File: src/verilog/tfs_pkg.sv
// Purpose: Shared constants and types for the timer flag skip block
// Assumes: 40 MHz instruction clock, APB register access
// Notes:   Register offsets are byte addresses of aligned 32-bit words
package tfs_pkg;

	// Register byte offsets
	localparam logic [7:0] TFS_OFF_ICTL1    = 8'h00;
	localparam logic [7:0] TFS_OFF_ICTL2    = 8'h04;
	localparam logic [7:0] TFS_OFF_FLAGS    = 8'h08;
	localparam logic [7:0] TFS_OFF_IRQ_STS  = 8'h0c;
	localparam logic [7:0] TFS_OFF_IRQ_CLR  = 8'h10;
	localparam logic [7:0] TFS_OFF_IRQ_EN   = 8'h14;

	// Field positions
	localparam int unsigned TFS_T2_EN_BIT   = 3;
	localparam int unsigned TFS_T3_EN_BIT   = 0;
	localparam int unsigned TFS_CTL_W       = 4;
	localparam int unsigned TFS_NUM_TMR     = 2;
	localparam int unsigned TFS_FLG_PEND    = 2;

	// Reset values
	localparam logic [3:0] TFS_ICTL_RST     = 4'h0;
	localparam logic [1:0] TFS_STS_RST      = 2'h0;
	localparam logic [1:0] TFS_IRQ_EN_RST   = 2'h0;

	// Instruction kinds presented by the sequencer
	typedef enum logic [1:0] {
		TFS_OTHER   = 2'b00,
		TFS_TEST_T2 = 2'b01,
		TFS_TEST_T3 = 2'b10
	} tfs_instr_e;

	// Register decode results
	typedef enum logic [2:0] {
		TFS_R_ICTL1  = 3'b000,
		TFS_R_ICTL2  = 3'b001,
		TFS_R_FLAGS  = 3'b010,
		TFS_R_STS    = 3'b011,
		TFS_R_CLR    = 3'b100,
		TFS_R_EN     = 3'b101,
		TFS_R_NONE   = 3'b111
	} tfs_reg_e;

endpackage : tfs_pkg

File: src/verilog/tfs_flag_if.sv
// Purpose: Carrier between the controller and one timer flag unit
// Assumes: Single clock domain
// Notes:   One instance per timer request flag
`timescale 1ns/100ps
interface tfs_flag_if;
	logic set;    // Timer request event
	logic test;   // Test instruction for this timer executes
	logic en;     // Interrupt enable bit of this timer
	logic flag;   // Request flag state
	logic skip;   // Test instruction skips

	modport unit (input set, input test, input en, output flag, output skip);
	modport ctrl (output set, output test, output en, input flag, input skip);
endinterface : tfs_flag_if

File: src/verilog/tfs_flag_unit.sv
// Purpose: One timer request flag with its skip-test evaluation
// Assumes: Test strobe is one cycle per executed test instruction
// Notes:   A timer event in the same cycle as a skip keeps the flag set
`timescale 1ns/100ps
module tfs_flag_unit (
	// Clock and reset
	input  wire logic i_clk,
	input  wire logic i_nrst,
	// Controller side
	tfs_flag_if.unit  fif
);
	import tfs_pkg::*;

	logic flag_r;

	// Skip only when enable clear and flag set; enable set makes it a no-op
	assign fif.skip = fif.test & ~fif.en & flag_r;
	assign fif.flag = flag_r;

	// Flag: set wins over the skip clear so no request is lost
	always_ff @(posedge i_clk) begin
		if (!i_nrst) begin
			flag_r <= 1'b0;
		end else if (fif.set) begin
			flag_r <= 1'b1;
		end else if (fif.skip) begin
			flag_r <= 1'b0;
		end
	end
endmodule : tfs_flag_unit

File: src/verilog/tfs_top.sv
// Purpose: Execution of the timer 2 and timer 3 request skip instructions
// Assumes: One instruction per valid cycle; timers pulse their request set
// Notes:   APB slave with zero wait states; skipped word is fetched, not run
//
// The placing of the registers and the APB register port were left to the implementer.
`timescale 1ns/100ps
module tfs_top (
	// Clock and reset
	input  wire logic                 i_clk,
	input  wire logic                 i_nrst,
	// APB slave
	input  wire logic                 i_psel,
	input  wire logic                 i_penable,
	input  wire logic                 i_pwrite,
	input  wire logic [7:0]           i_paddr,
	input  wire logic [31:0]          i_pwdata,
	output logic      [31:0]          o_prdata,
	output logic                      o_pready,
	output logic                      o_pslverr,
	// Timer request events
	input  wire logic [1:0]           i_timer_req_set,
	// Instruction sequencer
	input  wire logic                 i_instr_valid,
	input  wire tfs_pkg::tfs_instr_e  i_instr_kind,
	output logic                      o_exec_en,
	output logic                      o_skip_next,
	// Status and interrupt
	output logic      [1:0]           o_req_flags,
	output logic                      o_irq
);
	import tfs_pkg::*;

	// Register decode, shared by read and write paths
	function automatic tfs_reg_e decode(input logic [7:0] addr);
		unique case (addr)
			TFS_OFF_ICTL1:   decode = TFS_R_ICTL1;
			TFS_OFF_ICTL2:   decode = TFS_R_ICTL2;
			TFS_OFF_FLAGS:   decode = TFS_R_FLAGS;
			TFS_OFF_IRQ_STS: decode = TFS_R_STS;
			TFS_OFF_IRQ_CLR: decode = TFS_R_CLR;
			TFS_OFF_IRQ_EN:  decode = TFS_R_EN;
			default:         decode = TFS_R_NONE;
		endcase
	endfunction : decode

	logic [TFS_CTL_W-1:0]   ictl1_r;
	logic [TFS_CTL_W-1:0]   ictl2_r;
	logic [1:0]             sts_r;
	logic [1:0]             irq_en_r;
	logic                   skip_pend_r;
	logic [31:0]            prdata_r;
	logic                   setup;
	logic                   access;
	logic                   wr_acc;
	tfs_reg_e               acc_reg;
	tfs_reg_e               setup_reg;
	logic [1:0]             test_vec;
	logic [1:0]             en_vec;
	logic [1:0]             skip_vec;
	logic [1:0]             flag_vec;
	logic                   any_skip;

	tfs_flag_if fif [TFS_NUM_TMR] ();

	// APB phases; a transfer completes at the access edge, never waited
	assign setup     = i_psel & ~i_penable;
	assign access    = i_psel & i_penable;
	assign wr_acc    = access & i_pwrite;
	assign acc_reg   = decode(i_paddr);
	assign setup_reg = decode(i_paddr);
	assign o_pready  = 1'b1;
	assign o_pslverr = access & (acc_reg == TFS_R_NONE);
	assign o_prdata  = prdata_r;

	// Enable bits for the skip/no-op choice
	assign en_vec[0] = ictl1_r[TFS_T2_EN_BIT];
	assign en_vec[1] = ictl2_r[TFS_T3_EN_BIT];

	// Sequencer gating: the word after a skip is fetched but not run
	assign o_exec_en   = i_instr_valid & ~skip_pend_r;
	assign o_skip_next = skip_pend_r;
	assign test_vec[0] = o_exec_en & (i_instr_kind == TFS_TEST_T2);
	assign test_vec[1] = o_exec_en & (i_instr_kind == TFS_TEST_T3);
	assign any_skip    = |skip_vec;

	// One flag unit per timer
	genvar gi;
	generate
		for (gi = 0; gi < TFS_NUM_TMR; gi++) begin : g_flag
			assign fif[gi].set  = i_timer_req_set[gi];
			assign fif[gi].test = test_vec[gi];
			assign fif[gi].en   = en_vec[gi];
			assign skip_vec[gi] = fif[gi].skip;
			assign flag_vec[gi] = fif[gi].flag;

			tfs_flag_unit u_flag (
				.i_clk  (i_clk),
				.i_nrst (i_nrst),
				.fif    (fif[gi])
			);
		end
	endgenerate

	assign o_req_flags = flag_vec;

	// Skip pending: armed by a skip, consumed by the next instruction slot
	always_ff @(posedge i_clk) begin
		if (!i_nrst) begin
			skip_pend_r <= 1'b0;
		end else if (any_skip) begin
			skip_pend_r <= 1'b1;
		end else if (i_instr_valid) begin
			skip_pend_r <= 1'b0;
		end
	end

	// Interrupt control registers, written only by software
	always_ff @(posedge i_clk) begin
		if (!i_nrst) begin
			ictl1_r <= TFS_ICTL_RST;
			ictl2_r <= TFS_ICTL_RST;
		end else if (wr_acc) begin
			if (acc_reg == TFS_R_ICTL1) begin
				ictl1_r <= i_pwdata[TFS_CTL_W-1:0];
			end
			if (acc_reg == TFS_R_ICTL2) begin
				ictl2_r <= i_pwdata[TFS_CTL_W-1:0];
			end
		end
	end

	// Interrupt enable register
	always_ff @(posedge i_clk) begin
		if (!i_nrst) begin
			irq_en_r <= TFS_IRQ_EN_RST;
		end else if (wr_acc && acc_reg == TFS_R_EN) begin
			irq_en_r <= i_pwdata[1:0];
		end
	end

	// Sticky skip events; write-one clears, a new skip beats the clear
	always_ff @(posedge i_clk) begin
		if (!i_nrst) begin
			sts_r <= TFS_STS_RST;
		end else begin
			for (int i = 0; i < TFS_NUM_TMR; i++) begin
				if (skip_vec[i]) begin
					sts_r[i] <= 1'b1;
				end else if (wr_acc && acc_reg == TFS_R_CLR && i_pwdata[i]) begin
					sts_r[i] <= 1'b0;
				end
			end
		end
	end

	// Level interrupt while any enabled event bit stands
	always_ff @(posedge i_clk) begin
		if (!i_nrst) begin
			o_irq <= 1'b0;
		end else begin
			o_irq <= |(sts_r & irq_en_r);
		end
	end

	// Read data captured in setup so it is stable through access
	always_ff @(posedge i_clk) begin
		if (!i_nrst) begin
			prdata_r <= 32'h0000_0000;
		end else if (setup && !i_pwrite) begin
			prdata_r <= 32'h0000_0000;
			unique case (setup_reg)
				TFS_R_ICTL1: prdata_r[TFS_CTL_W-1:0] <= ictl1_r;
				TFS_R_ICTL2: prdata_r[TFS_CTL_W-1:0] <= ictl2_r;
				TFS_R_FLAGS: prdata_r[TFS_FLG_PEND:0] <= {skip_pend_r, flag_vec};
				TFS_R_STS:   prdata_r[1:0] <= sts_r;
				TFS_R_EN:    prdata_r[1:0] <= irq_en_r;
				TFS_R_CLR:   prdata_r <= 32'h0000_0000;
				TFS_R_NONE:  prdata_r <= 32'h0000_0000;
				default:     prdata_r <= 32'h0000_0000;
			endcase
		end
	end
endmodule : tfs_top

File: config.mk
export PLATFORM = sky130hd
export DESIGN_NAME = tfs_top
export DESIGN_NICKNAME = d
export VERILOG_FILES = /design/src/verilog/tfs_pkg.sv /design/src/verilog/tfs_flag_if.sv /design/src/verilog/tfs_flag_unit.sv /design/src/verilog/tfs_top.sv
export SDC_FILE = /design/constraint.sdc
export NUM_CORES = 1
export LEC_CHECK = 0
export BUFFER_PORTS_ARGS = -buffer_cell sky130_fd_sc_hd__buf_4
export CAP_MARGIN = 20
export CORE_MARGIN = 8
export CORE_UTILIZATION = 40
export DETAILED_ROUTE_END_ITERATION = 7
export PLACE_DENSITY = 0.86
export REMOVE_ABC_BUFFERS = 1
export SETUP_SLACK_MARGIN = 0.02
export SYNTH_ARGS = -nofsm -noshare
export SYNTH_HDL_FRONTEND = slang
export SYNTH_SLANG_ARGS = --single-unit
File: constraint.sdc
create_clock -name i_clk -period 3.6 [get_ports i_clk]
set_clock_uncertainty 0.2 [all_clocks]
set_input_delay 0.72 -clock i_clk [delete_from_list [all_inputs] [get_ports i_clk]]
set_output_delay 0.72 -clock i_clk [all_outputs]
set_load 0.01 [all_outputs]
==> impl_metrics.csv <==
group,metric,value,unit
run_status,outcome,"complete, no violations",
cts,cts_resized,0,
cts,clkTransAtPathRegs,100,ps
worst_setup_path,crit_chain,"buf_4 -> or4_4 -> nor2_1 -> a21oi_1 -> buf_4",
cts,cts_tree,"done",
power_and_ir_drop,vdd_ir_drop_max,208.9,uV
synthesis,ys_seq_area_share,32.89,%
route,drc,0,
cts,hold_buffers,0,
layout,fin_cells,200,
die,fp.coreArea,2978,um2
layout,drive_gt1_share,23.35,%
placement,dp_cells,197,
synthesis,syn_avg_cell_area,8.573,um2
synthesis,synth_flop_cell,"dfxtp_1",
power_and_ir_drop,switching_share,26.69,%
layout,final_cell_mix,"31 x buf_4, 29 x conb_1, 20 x dfxtp_1",
worst_setup_path,required,2680,ps
worst_setup_path,critPathSlowestCell,"or4_4",
worst_setup_path,crit_path_frequent_cell,"buf_4",
global_routing,use_met2,16.73,%
layout,final_nets,219,
global_routing,antenna_found_initial,0,
synthesis,synth_top_area_share,32.89,%
route,vias_per_cell,4.860,
worst_setup_path,cp.arrival,1900,ps
global_routing,gr-total-overflow,0,
die,rows,20,
die,io_pins,89,
job,cap_violations,0,
power_and_ir_drop,p_comb_share,17.2,%
cts,post_cts_buffers,0,
global_routing,grt_busiest_layer,"met2",
route,postRouteAntennaNets,0,
layout,syn_to_final_growth,11.41,%
route,wl_per_cell,13.29,um
placement,io_buffers,31,
global_routing,grt_use_met3,5.508,%
synthesis,synthTopCellsByArea,"dfxtp_1 33%, buf_4 19%, mux2i_1 12%",
global_routing,met1_usage,11.41,%
timing,fmax,355.0,MHz
synthesis,syn_inst,142,
timing,fin_setup_tns,0,ps
global_routing,grt_pass1_wl,4250,um
cts,cts_buffers,3,
placement,hpwl,2204,um
timing,rsz0062_at_grt,"no",
cts,cts.sinks,20,
synthesis,ys_async_sr_fraction,0,%
power_and_ir_drop,clkPwrFrac,25.7,%
cts,root_buffer,"clkbuf_4",
cts,clk_path_buf_depth,2,
worst_setup_path,crit_path_end_kind,"output port",
global_routing,grt_use_total,10.50,%
synthesis,ys_ff_latch,20,
power_and_ir_drop,cellPowerDensity,292.7,nW/um2
cts,clkLatencyLatePin,290,ps
route,via_count,972,
power_and_ir_drop,seqPwrFrac,57.1,%
worst_setup_path,cp_max_fo,4,
worst_hold_path,hp-class,"reg2reg",
synthesis,yosys.area.top_type,"dfxtp_1",
layout,final_common_cell,"buf_4",
power_and_ir_drop,p_switching,105.9,uW
die,start_util,40.88,%
route,drt_iter0_drc,23,
placement,gp_routability_congestion,0.8366,
timing,final.period_utilization,78.24,%
worst_setup_path,crit_path_max_incr_delay,540,ps
synthesis,synth_edf_count,0,
cts,htreeDepth,1,
synthesis,synthesis.area,1217,um2
synthesis,synth_cell_type_count,33,
timing,finalCriticalPeriod,2817,ps
route,dr.pass1.iters,4,
timing,slew_viol_final,0,
layout,diodes,0,
power_and_ir_drop,leakagePower,0.0006221,uW
global_routing,grt_max_degree,20,
layout,n_fill_cell,315,
die,die_w,71.17,um
worst_hold_path,holdPathStages,2,
timing,setup_viol,0,
timing,finalHoldViolCount,0,
worst_setup_path,critPathKind,"in2out",
worst_setup_path,start_kind,"input pin",
die,die-area,5065,um2
power_and_ir_drop,internal-power,291.0,uW
route,routed_wl,2658,um
global_routing,grt_pass1_vias,961,
synthesis,yosysWarnings,0,
die,fp.dieH,71.17,um
worst_setup_path,reg2reg_depth,4,
## cell usage after synthesis (3+ instances only)
cell / number
nor2b_1: 4
nor2_1: 6
dfxtp_1: 20
nand3_1: 5
nand2_1: 19
clkbuf_1: 4
a21oi_1: 6
mux2i_1: 14
inv_1: 3
buf_4: 31
## path summary, 6_finish.rpt
check	slack [ps]	from	endpoint
max reg2reg	2060	o_skip_next$_SDFFE_PN0P_	o_skip_next$_SDFFE_PN0P_
max	780	i_paddr[7]	o_pslverr
min reg2reg	260	ictl2_r[3]$_SDFFE_PN0P_	ictl2_r[3]$_SDFFE_PN0P_
min	260	ictl2_r[3]$_SDFFE_PN0P_	ictl2_r[3]$_SDFFE_PN0P_
## state kept, by name (all words and copies together) (netlist names)
name / cells
g_flag.u_flag.fif.flag: 2
ictl1_r: 4
ictl2_r: 4
irq_en_r: 2
o_irq: 1
o_prdata: 4
o_skip_next: 1
sts_r: 2
## per-stage QoR
stage                     cell area, um2  util (%)  hold slack, ps  worst slack (ps)  total power [uW]
after floorplan                     1060         -           234.1              1049             263.3
after global placement              1334     44.79           242.2             816.4             298.0
after detailed placement            1334     44.79           254.1             810.8             298.8
after CTS                           1356     45.55           268.3             806.3             399.3
after global routing                1356     45.55           293.6             716.4             416.9
final                               1356     45.55           263.8             783.3             397.0
## worst max-delay path: cells and delay by family
family	cells	cell delay, ps
buffers and inverters	2	270
AOI/OAI and AO/OA	1	110
and+or+nand+nor	2	800
## power groups by stage
stage                     combinational, uW  clock, uW  sequential, uW
after global routing                   74.7        115             227
final                                  68.2        102             227
after floorplan                        31.4          0             232
after detailed placement               66.9          0             232
after CTS                              66.8        106             227
after global placement                 66.2          0             232
## routing by layer
| metal | wire [um] | part of all wire, % |
|---|---|---|
| met5 | 0 | 0 |
| met2 | 1148 | 43 |
| met1 | 1158 | 44 |
| met4 | 31 | 1.2 |
| met3 | 321 | 12 |
## cell type report
type	instances	area, um2	area share, %
sequential	20	400.4	29.52
tap	33	41.29	3.044
timing repair buffer	31	232.7	17.16
clock buffer	3	22.52	1.661
inverter	3	11.26	0.8303
multi-input combinational	110	648.1	47.79
## logic make-up after synthesis
logic type,synth area share [%]
other,0.6169
DFF,32.89
muxes,11.51
buffers and inverters,22.20
AOI/OAI and AO/OA,10.38
and+or+nand+nor,22.41
(Power assumes the default switching activity.)
